[config.mk]
export PLATFORM = sky130hd
export DESIGN_NAME = cu_buffer_manager
export DESIGN_NICKNAME = d
export VERILOG_FILES = /design/src/pkg/cu_buffer_pkg.sv /design/src/hw/cu_buffer_manager.sv
export SDC_FILE = /design/constraint.sdc
export NUM_CORES = 2
export LEC_CHECK = 0
export BUFFER_PORTS_ARGS = -buffer_cell sky130_fd_sc_hd__buf_2
export CORE_UTILIZATION = 60
export CTS_CLUSTER_SIZE = 20
export DETAILED_ROUTE_END_ITERATION = 10
export GPL_TIMING_DRIVEN = 0
export PLACE_DENSITY = 0.76
export SLEW_MARGIN = 20
export SYNTH_ARGS = -nofsm -noshare
export SYNTH_HDL_FRONTEND = slang
export SYNTH_SLANG_ARGS = --single-unit
[constraint.sdc]
create_clock -name core_clk -period 62.1 [get_ports core_clk]
set_clock_uncertainty 0.2 [all_clocks]
set_input_delay 6.21 -clock core_clk [delete_from_list [all_inputs] [get_ports core_clk]]
set_output_delay 6.21 -clock core_clk [all_outputs]
set_load 0.02 [all_outputs]
[src/pkg/cu_buffer_pkg.sv]
`default_nettype none
package cu_buffer_pkg;

  // ----------------------------------------
  // register map
  // ----------------------------------------
  localparam logic [7:0] CTRL_OFFSET = 8'h00;
  localparam logic [7:0] STATUS_OFFSET = 8'h04;
  localparam logic [7:0] CS_PTR_OFFSET = 8'h08;
  localparam logic [7:0] CS_DATA_OFFSET = 8'h0C;
  localparam logic [7:0] USR_PTR_OFFSET = 8'h10;
  localparam logic [7:0] USR_DATA_OFFSET = 8'h14;

  // ----------------------------------------
  // control fields
  // ----------------------------------------
  localparam int CTRL_TWO_BYTE = 0;
  localparam int CTRL_READ_CHAN_B = 1;
  localparam int CTRL_INHIBIT = 2;
  localparam int CTRL_USER_BLOCK = 3;
  localparam int CTRL_XFER_IRQ_EN = 4;
  localparam int CTRL_WIDTH = 5;
  localparam logic [4:0] CTRL_RESET = 5'h00;

  // ----------------------------------------
  // block geometry and check byte
  // ----------------------------------------
  localparam int NUM_WORDS = 24;
  localparam logic [4:0] LAST_WORD = 5'h17;
  localparam logic [7:0] LAST_FRAME = 8'hBF;
  localparam logic [7:0] CRC_FIRST_FRAME = 8'hB8;
  localparam logic [7:0] CRC_INIT = 8'hFF;
  localparam logic [7:0] CRC_POLY = 8'h1D;
  localparam logic [15:0] WORD_RESET = 16'h0000;

  // ----------------------------------------
  // bus answers
  // ----------------------------------------
  localparam logic [1:0] RESP_OKAY = 2'h0;
  localparam logic [1:0] RESP_SLVERR = 2'h2;

endpackage

`default_nettype wire

[src/hw/cu_buffer_manager.sv]
`timescale 1ns/100ps
`default_nettype none

module cu_buffer_manager #(
  parameter int ADDR_W = 8
) (
  input wire logic core_clk,
  input wire logic arst_n,
  input wire logic [ADDR_W-1:0] s_axi_awaddr,
  input wire logic s_axi_awvalid,
  output logic s_axi_awready,
  input wire logic [31:0] s_axi_wdata,
  input wire logic [3:0] s_axi_wstrb,
  input wire logic s_axi_wvalid,
  output logic s_axi_wready,
  output logic [1:0] s_axi_bresp,
  output logic s_axi_bvalid,
  input wire logic s_axi_bready,
  input wire logic [ADDR_W-1:0] s_axi_araddr,
  input wire logic s_axi_arvalid,
  output logic s_axi_arready,
  output logic [31:0] s_axi_rdata,
  output logic [1:0] s_axi_rresp,
  output logic s_axi_rvalid,
  input wire logic s_axi_rready,
  input wire logic frameTick,
  input wire logic pinMode,
  input wire logic serialStatusIn,
  output logic statusBitA,
  output logic statusBitB,
  output logic userBitA,
  output logic userBitB,
  output logic bitStrobe,
  output logic blockStart,
  output logic xferIrq
);

  // ----------------------------------------
  // reset release
  // ----------------------------------------
  logic rstMeta;
  logic rstSync;

  always_ff @(posedge core_clk or negedge arst_n) begin
    if (!arst_n) begin
      rstMeta <= 1'b0;
      rstSync <= 1'b0;
    end else begin
      rstMeta <= 1'b1;
      rstSync <= rstMeta;
    end
  end

  wire logic rst = !rstSync;

  // ----------------------------------------
  // storage
  // ----------------------------------------
  logic [15:0] stageCs [0:cu_buffer_pkg::NUM_WORDS-1];
  logic [15:0] txCs [0:cu_buffer_pkg::NUM_WORDS-1];
  logic [15:0] stageUsr [0:cu_buffer_pkg::NUM_WORDS-1];
  logic [15:0] txUsr [0:cu_buffer_pkg::NUM_WORDS-1];

  logic [4:0] ctrl;
  logic [4:0] csWord;
  logic csHalf;
  logic [4:0] usrWord;
  logic usrHalf;
  logic [7:0] frameIdx;
  logic [7:0] copyCount;
  logic [7:0] crcA;
  logic [7:0] crcB;
  logic proA;
  logic proB;

  wire logic twoByte = ctrl[cu_buffer_pkg::CTRL_TWO_BYTE];
  wire logic readChanB = ctrl[cu_buffer_pkg::CTRL_READ_CHAN_B];
  wire logic inhibit = ctrl[cu_buffer_pkg::CTRL_INHIBIT];
  wire logic userBlock = ctrl[cu_buffer_pkg::CTRL_USER_BLOCK];
  wire logic irqEnable = ctrl[cu_buffer_pkg::CTRL_XFER_IRQ_EN];

  // ----------------------------------------
  // bus decode
  // ----------------------------------------
  wire logic wrFire = s_axi_awvalid && s_axi_wvalid && s_axi_awready;
  wire logic rdFire = s_axi_arvalid && s_axi_arready;
  wire logic [7:0] wrOff = 8'(s_axi_awaddr);
  wire logic [7:0] rdOff = 8'(s_axi_araddr);
  wire logic lowLane = s_axi_wstrb[0];
  wire logic [7:0] wByte = s_axi_wdata[7:0];

  wire logic wrCtrl = wrFire && wrOff == cu_buffer_pkg::CTRL_OFFSET;
  wire logic wrCsPtr = wrFire && wrOff == cu_buffer_pkg::CS_PTR_OFFSET;
  wire logic wrCsData = wrFire && wrOff == cu_buffer_pkg::CS_DATA_OFFSET;
  wire logic wrUsrPtr = wrFire && wrOff == cu_buffer_pkg::USR_PTR_OFFSET;
  wire logic wrUsrData = wrFire && wrOff == cu_buffer_pkg::USR_DATA_OFFSET;
  wire logic wrKnown = wrCtrl || wrCsPtr || wrCsData || wrUsrPtr || wrUsrData
                    || wrOff == cu_buffer_pkg::STATUS_OFFSET;
  wire logic rdCsData = rdFire && rdOff == cu_buffer_pkg::CS_DATA_OFFSET;
  wire logic rdUsrData = rdFire && rdOff == cu_buffer_pkg::USR_DATA_OFFSET;

  // status data port: access advances the pointer
  wire logic csAccess = (wrCsData && lowLane) || rdCsData;
  wire logic usrAccess = (wrUsrData && lowLane) || rdUsrData;
  wire logic csStep = csAccess && (!twoByte || csHalf);
  wire logic usrStep = usrAccess && usrHalf;
  wire logic [4:0] csWordInc = (csWord == cu_buffer_pkg::LAST_WORD)
                            ? 5'h00 : csWord + 5'h01;
  wire logic [4:0] usrWordInc = (usrWord == cu_buffer_pkg::LAST_WORD)
                             ? 5'h00 : usrWord + 5'h01;
  wire logic [4:0] wPtrVal = (wByte[4:0] > cu_buffer_pkg::LAST_WORD)
                          ? cu_buffer_pkg::LAST_WORD : wByte[4:0];

  wire logic [15:0] csCur = stageCs[csWord];
  wire logic [15:0] usrCur = stageUsr[usrWord];
  // one-byte read picks by channel bit; two-byte read walks A then B
  wire logic csPickB = twoByte ? csHalf : readChanB;
  wire logic [7:0] csRdByte = csPickB ? csCur[7:0] : csCur[15:8];
  wire logic [7:0] usrRdByte = usrHalf ? usrCur[7:0] : usrCur[15:8];

  logic [31:0] rdValue;
  logic rdKnown;

  always_comb begin
    rdValue = 32'h0000_0000;
    rdKnown = 1'b1;
    unique case (rdOff)
      cu_buffer_pkg::CTRL_OFFSET: rdValue = {27'h0000000, ctrl};
      cu_buffer_pkg::STATUS_OFFSET:
        rdValue = {14'h0000, proB, proA, copyCount, frameIdx};
      cu_buffer_pkg::CS_PTR_OFFSET: rdValue = {26'h0000000, csHalf, csWord};
      cu_buffer_pkg::CS_DATA_OFFSET: rdValue = {24'h000000, csRdByte};
      cu_buffer_pkg::USR_PTR_OFFSET:
        rdValue = {26'h0000000, usrHalf, usrWord};
      cu_buffer_pkg::USR_DATA_OFFSET: rdValue = {24'h000000, usrRdByte};
      default: rdKnown = 1'b0;
    endcase
  end

  // ----------------------------------------
  // bus handshakes
  // ----------------------------------------
  // address and data are taken together once both are offered
  always_ff @(posedge core_clk) begin
    if (rst) begin
      s_axi_awready <= 1'b0;
      s_axi_wready <= 1'b0;
      s_axi_bvalid <= 1'b0;
      s_axi_bresp <= cu_buffer_pkg::RESP_OKAY;
    end else begin
      s_axi_awready <= s_axi_awvalid && s_axi_wvalid && !s_axi_awready
                       && !s_axi_bvalid;
      s_axi_wready <= s_axi_awvalid && s_axi_wvalid && !s_axi_awready
                      && !s_axi_bvalid;
      if (wrFire) begin
        s_axi_bvalid <= 1'b1;
        s_axi_bresp <= wrKnown ? cu_buffer_pkg::RESP_OKAY
                               : cu_buffer_pkg::RESP_SLVERR;
      end else if (s_axi_bready) begin
        s_axi_bvalid <= 1'b0;
      end
    end
  end

  always_ff @(posedge core_clk) begin
    if (rst) begin
      s_axi_arready <= 1'b0;
      s_axi_rvalid <= 1'b0;
      s_axi_rdata <= 32'h0000_0000;
      s_axi_rresp <= cu_buffer_pkg::RESP_OKAY;
    end else begin
      s_axi_arready <= s_axi_arvalid && !s_axi_arready && !s_axi_rvalid;
      if (rdFire) begin
        s_axi_rvalid <= 1'b1;
        s_axi_rdata <= rdValue;
        s_axi_rresp <= rdKnown ? cu_buffer_pkg::RESP_OKAY
                               : cu_buffer_pkg::RESP_SLVERR;
      end else if (s_axi_rready) begin
        s_axi_rvalid <= 1'b0;
      end
    end
  end

  // ----------------------------------------
  // control and pointers
  // ----------------------------------------
  always_ff @(posedge core_clk) begin
    if (rst) begin
      ctrl <= cu_buffer_pkg::CTRL_RESET;
    end else if (wrCtrl && lowLane) begin
      ctrl <= wByte[cu_buffer_pkg::CTRL_WIDTH-1:0];
    end
  end

  always_ff @(posedge core_clk) begin
    if (rst) begin
      csWord <= 5'h00;
      csHalf <= 1'b0;
    end else if (wrCsPtr && lowLane) begin
      csWord <= wPtrVal;
      csHalf <= 1'b0;
    end else if (csAccess) begin
      csHalf <= twoByte && !csHalf;
      if (csStep) begin
        csWord <= csWordInc;
      end
    end
  end

  always_ff @(posedge core_clk) begin
    if (rst) begin
      usrWord <= 5'h00;
      usrHalf <= 1'b0;
    end else if (wrUsrPtr && lowLane) begin
      usrWord <= wPtrVal;
      usrHalf <= 1'b0;
    end else if (usrAccess) begin
      usrHalf <= !usrHalf;
      if (usrStep) begin
        usrWord <= usrWordInc;
      end
    end
  end

  // ----------------------------------------
  // block timing and copy
  // ----------------------------------------
  wire logic lastFrame = frameTick && frameIdx == cu_buffer_pkg::LAST_FRAME;
  wire logic doCopy = lastFrame && !inhibit;

  always_ff @(posedge core_clk) begin
    if (rst) begin
      frameIdx <= 8'h00;
      copyCount <= 8'h00;
      xferIrq <= 1'b0;
    end else begin
      if (frameTick) begin
        frameIdx <= lastFrame ? 8'h00 : frameIdx + 8'h01;
      end
      if (doCopy) begin
        copyCount <= copyCount + 8'h01;
      end
      xferIrq <= doCopy && irqEnable;
    end
  end

  // staging writes; one-byte mode fills both halves of a status word only, user words always take one half per write
  always_ff @(posedge core_clk) begin
    if (rst) begin
      for (int i = 0; i < cu_buffer_pkg::NUM_WORDS; i++) begin
        stageCs[i] <= cu_buffer_pkg::WORD_RESET;
        stageUsr[i] <= cu_buffer_pkg::WORD_RESET;
      end
    end else begin
      if (wrCsData && lowLane) begin
        if (!twoByte) begin
          stageCs[csWord] <= {wByte, wByte};
        end else if (!csHalf) begin
          stageCs[csWord][15:8] <= wByte;
        end else begin
          stageCs[csWord][7:0] <= wByte;
        end
      end
      if (wrUsrData && lowLane) begin
        if (!usrHalf) begin
          stageUsr[usrWord][15:8] <= wByte;
        end else begin
          stageUsr[usrWord][7:0] <= wByte;
        end
      end
    end
  end

  // whole block moves in one edge, so no host write can split it
  always_ff @(posedge core_clk) begin
    if (rst) begin
      for (int i = 0; i < cu_buffer_pkg::NUM_WORDS; i++) begin
        txCs[i] <= cu_buffer_pkg::WORD_RESET;
        txUsr[i] <= cu_buffer_pkg::WORD_RESET;
      end
    end else if (doCopy) begin
      for (int i = 0; i < cu_buffer_pkg::NUM_WORDS; i++) begin
        txCs[i] <= stageCs[i];
        txUsr[i] <= stageUsr[i];
      end
    end
  end

  // ----------------------------------------
  // serial bit selection
  // ----------------------------------------
  wire logic [4:0] txWord = frameIdx[7:3];
  wire logic [2:0] bitPos = frameIdx[2:0];
  wire logic [15:0] csTxWord = txCs[txWord];
  wire logic [15:0] usrTxWord = txUsr[txWord];
  // msb of each byte leaves first
  wire logic [2:0] csBitSel = 3'h7 - bitPos;
  wire logic [3:0] usrBitSel = 4'hF - {bitPos, 1'b0};
  // pin mode feeds both channels from the serial pin
  wire logic rawA = pinMode ? serialStatusIn : csTxWord[{1'b1, csBitSel}];
  wire logic rawB = pinMode ? serialStatusIn : csTxWord[{1'b0, csBitSel}];
  wire logic firstFrame = frameIdx == 8'h00;
  wire logic inCrc = frameIdx >= cu_buffer_pkg::CRC_FIRST_FRAME;
  wire logic proNowA = firstFrame ? rawA : proA;
  wire logic proNowB = firstFrame ? rawB : proB;
  wire logic [7:0] crcSeedA = firstFrame ? cu_buffer_pkg::CRC_INIT : crcA;
  wire logic [7:0] crcSeedB = firstFrame ? cu_buffer_pkg::CRC_INIT : crcB;
  wire logic fbA = crcSeedA[7] ^ rawA;
  wire logic fbB = crcSeedB[7] ^ rawB;
  wire logic [7:0] next_crcA = {crcSeedA[6:0], 1'b0}
                            ^ (fbA ? cu_buffer_pkg::CRC_POLY : 8'h00);
  wire logic [7:0] next_crcB = {crcSeedB[6:0], 1'b0}
                            ^ (fbB ? cu_buffer_pkg::CRC_POLY : 8'h00);
  // last byte replaced by the running check value in a channel whose pro flag is set, msb first
  wire logic outA = (inCrc && proA) ? crcA[csBitSel] : rawA;
  wire logic outB = (inCrc && proB) ? crcB[csBitSel] : rawB;
  wire logic usrA = userBlock && usrTxWord[usrBitSel];
  wire logic usrB = userBlock && usrTxWord[usrBitSel - 4'h1];

  always_ff @(posedge core_clk) begin
    if (rst) begin
      crcA <= cu_buffer_pkg::CRC_INIT;
      crcB <= cu_buffer_pkg::CRC_INIT;
      proA <= 1'b0;
      proB <= 1'b0;
    end else if (frameTick) begin
      proA <= proNowA;
      proB <= proNowB;
      if (!inCrc) begin
        crcA <= next_crcA;
        crcB <= next_crcB;
      end
    end
  end

  always_ff @(posedge core_clk) begin
    if (rst) begin
      statusBitA <= 1'b0;
      statusBitB <= 1'b0;
      userBitA <= 1'b0;
      userBitB <= 1'b0;
      bitStrobe <= 1'b0;
      blockStart <= 1'b0;
    end else begin
      bitStrobe <= frameTick;
      blockStart <= frameTick && firstFrame;
      if (frameTick) begin
        statusBitA <= outA;
        statusBitB <= outB;
        userBitA <= usrA;
        userBitB <= usrB;
      end
    end
  end

endmodule

`default_nettype wire

==> run summary <==
Yosys top cell area share: 0.634
Run status: completed
Top delay family on crit path: simple AND/OR/NAND/NOR gates
Crit Path Category: in -> reg
Max Root-Sink Buffers: 3
Initial antenna violation count: 57
Layout net count: 5720
Synth top area cells: edfxtp_1 (63%), mux4_2 (14%), and2_1 (7.1%)
Vias in the first global route: 52500
LEAKAGE: 34.3 nW
Die Height: 378 um
Fin Setup TNS: 0 ps
Least-Margin Pin Slew: 1420 ps
Via count: 56600
Most frequent cells in the layout: edfxtp_1 (1792), and2_1 (968), and3_1 (588), mux4_2 (521), clkbuf_1 (336)
CTS tree: yes
CTS H-tree lvls: 4
Chip Width: 378 um
Critical Path Start Type: input pin
Normalized max-slew margin: 0.0563
Mean Syn Cell Area: 16.0 um^2
DP Wirelength: 239000 um
Minimum clock period: 10830 ps
Final worst-path cycle share: 0.174
Ys async rst share: 0.00106
Share of layout cells above drive strength 1: 0.197
Final ANT Viol Nets: 0
Top_reg_cell synth: edfxtp_1
F_max: 0.0923 GHz
Core area: 140000 um^2
YS warnings: 0
Drt total wl: 332000 um
Synth area leader: edfxtp_1
#FFs+latches synth: 1891
Placement Rows: 137
Max-cap viol count: 0
Starting DRT DRC Count: 11000
CTS-repair resized insts: 0
Setup repair bufs after CTS: 0
Via density: 7.32
Register Area: 55800 um^2
Initial Util: 0.607
Worst setup EP type: flip-flop
Post-synthesis cell area: 84900 um^2
Worst skew pair latency: 850 ps
Register area share after synthesis: 0.657
Layout area overhead: 12.6%
Mean routed wirelength per cell: 42.9 um
Crit-path max FO: 10
CP bufs+invs: 2
TritonCTS Buffers: 192
RSZ-0062 raised after global routing: false
Port Buffer Count: 66
CP max stage delay: 1060 ps
Area occupied by multi-input gates: 27000 um^2
Finished Layout Cells: 7734
GRT Total Usage: 0.469
Unique masters post-synth: 73
First-pass GRT wire length: 439000 um
Final Setup Violations: 0
Max stage delay cell, worst path: nor4b_1
Final hold vios: 0
Post-DP Area: 89300 um^2
Cell Chain, Critical Path: buf_2 > or4_1 > nor4b_1 > nand3_1 > a21oi_1 > nand2_1 > clkbuf_1 > o21ai_1
DR pass1 iterations: 7
Critical Path AT: 11100 ps
Fill count: 9480
Hold-fix buffers, CTS: 0
Die area: 143000 um^2
CTS Sinks: 1891
Cells after Synth: 5298
Grt ovf: 0
Power per cell area: 28.9 nW/um^2
Post-synth EDFFs: 1792
Final core occ: 0.683
I/O pins: 110
Placed insts: 7328
CP required: 62360 ps
Commonest non-fill, non-tap cell in the layout: edfxtp_1
Peak supply drop: 0.0334 mV
RD Place Congestion: 1.06
Root buf cell: clkbuf_16
Clock-pin slew on the worst setup and hold paths: 60 ps
# DRC: 0
Slew Limit Fails: 0
Pin count of the biggest net entering global routing: 41
Final Cell Area: 95600 um^2
Hold WC Path Type: reg -> reg
-- flip-flops by register name, indices dropped and copies added, names as in the netlist, 5 cells and up, named ones only --
| name | cells |
|---|---|
| txUsr | 384 |
| frameIdx | 8 |
| crcB | 8 |
| crcA | 8 |
| copyCount | 8 |
| usrWord | 5 |
| txCs | 384 |
| stageUsr | 512 |
| stageCs | 512 |
| csWord | 5 |
| s_axi_rdata | 18 |
| ctrl | 5 |
-- layer usage --
metal  routed length [um]  GRT usage  vias to the layer above
met5                  550    0.00172                        -
met4                20100      0.240                       46
met3                65200      0.272                     1133
met2               133000      0.617                     5799
met1               113000      0.614                    28500
li1                     -          -                    21200
-- power by group --
group          internal [mW]  switching, mW
Sequential              1.44         0.0201
Combinational         0.0390          0.103
Clock                  0.651          0.513
-- worst paths after layout --
path | startpoint | endpoint | slack [ps] | cells past startpoint
setup / recovery | s_axi_awaddr[6] | stageCs[8][13]$_SDFFCE_PN0P_ | 51270 | 8
hold / removal | rstMeta$_DFF_PN0_ | rstSync$_DFF_PN0_ | 150 | 0
min in group asynchronous | arst_n | rstSync$_DFF_PN0_ | 4940 | 1
hold reg to reg | rstMeta$_DFF_PN0_ | rstSync$_DFF_PN0_ | 150 | 0
setup reg to reg | flip-flop | crcB[0]$_SDFFE_PN1P_ | 56360 | 13
max in group asynchronous | arst_n | rstMeta$_DFF_PN0_ | 56660 | 1
-- layout make-up --
class / instances / area share
repair buffers: 140 / 0.0190
inverters: 13 / 0.000510
flip-flops and latches: 1891 / 0.584
well taps: 1876 / 0.0246
clock inverters: 91 / 0.00842
diodes: 47 / 0.00123
multi-input cells: 2938 / 0.283
clock buffers: 267 / 0.0563
plain buffers: 471 / 0.0232
-- cell families after synthesis --
logic type,after synthesis,share of synthesized area
multiplexers,616,0.155
adder cells (fa/ha/maj),11,0.00162
other,2,0.0000885
XOR/XNOR,22,0.00227
AND/OR/NAND/NOR,2024,0.140
buffers and inverters,484,0.0254
AO/OA/AOI/OAI,248,0.0183
flip-flops,1891,0.657
-- worst register-to-register path: stages, from the launching register on --
cell and delay, ps:
dfxtp_1 800, buf_6 330, buf_6 370, buf_6 330
buf_4 440, buf_4 620, mux2i_1 620, mux2i_1 240
mux2i_1 600, o2111ai_1 160, o32a_2 350, buf_4 220
xor2_1 200, o211ai_2 90
-- synth_stat cells, types with 3 or more instances --
cell type	count
nand2_1	111
a21o_1	4
nor2_1	203
buf_1	25
o211ai_1	7
ha_1	11
mux4_2	521
buf_4	30
clkbuf_1	367
buf_6	6
nand3_1	34
nand3b_1	7
a2111oi_2	4
edfxtp_1	1792
nor2b_1	14
nand2b_1	18
a221oi_1	13
a221o_1	3
xnor2_1	11
mux2_2	7
nand4_1	14
and2_1	968
xor2_1	11
o21ai_0	119
a31oi_1	6
or2_2	4
buf_12	7
a22oi_1	10
a21oi_1	45
inv_1	13
or3_1	3
dfxtp_1	97
a211oi_1	6
or4_1	5
nor4_1	10
a21boi_0	3
nor3_1	27
a22o_1	9
mux2i_1	58
and3_1	588
mux4_1	30
buf_2	34
-- stage by stage --
step / total power, mW / worst slack [ps] / hold WS [ps]
floorplan: 1.57 / 19750 / 131
finish: 2.77 / 51270 / 150
global placement: 1.65 / 6420 / 134
CTS: 2.74 / 51520 / 152
global route: 2.80 / 51450 / 158
detailed placement: 1.62 / 50700 / 142
Power figures use the tool's default switching activity.
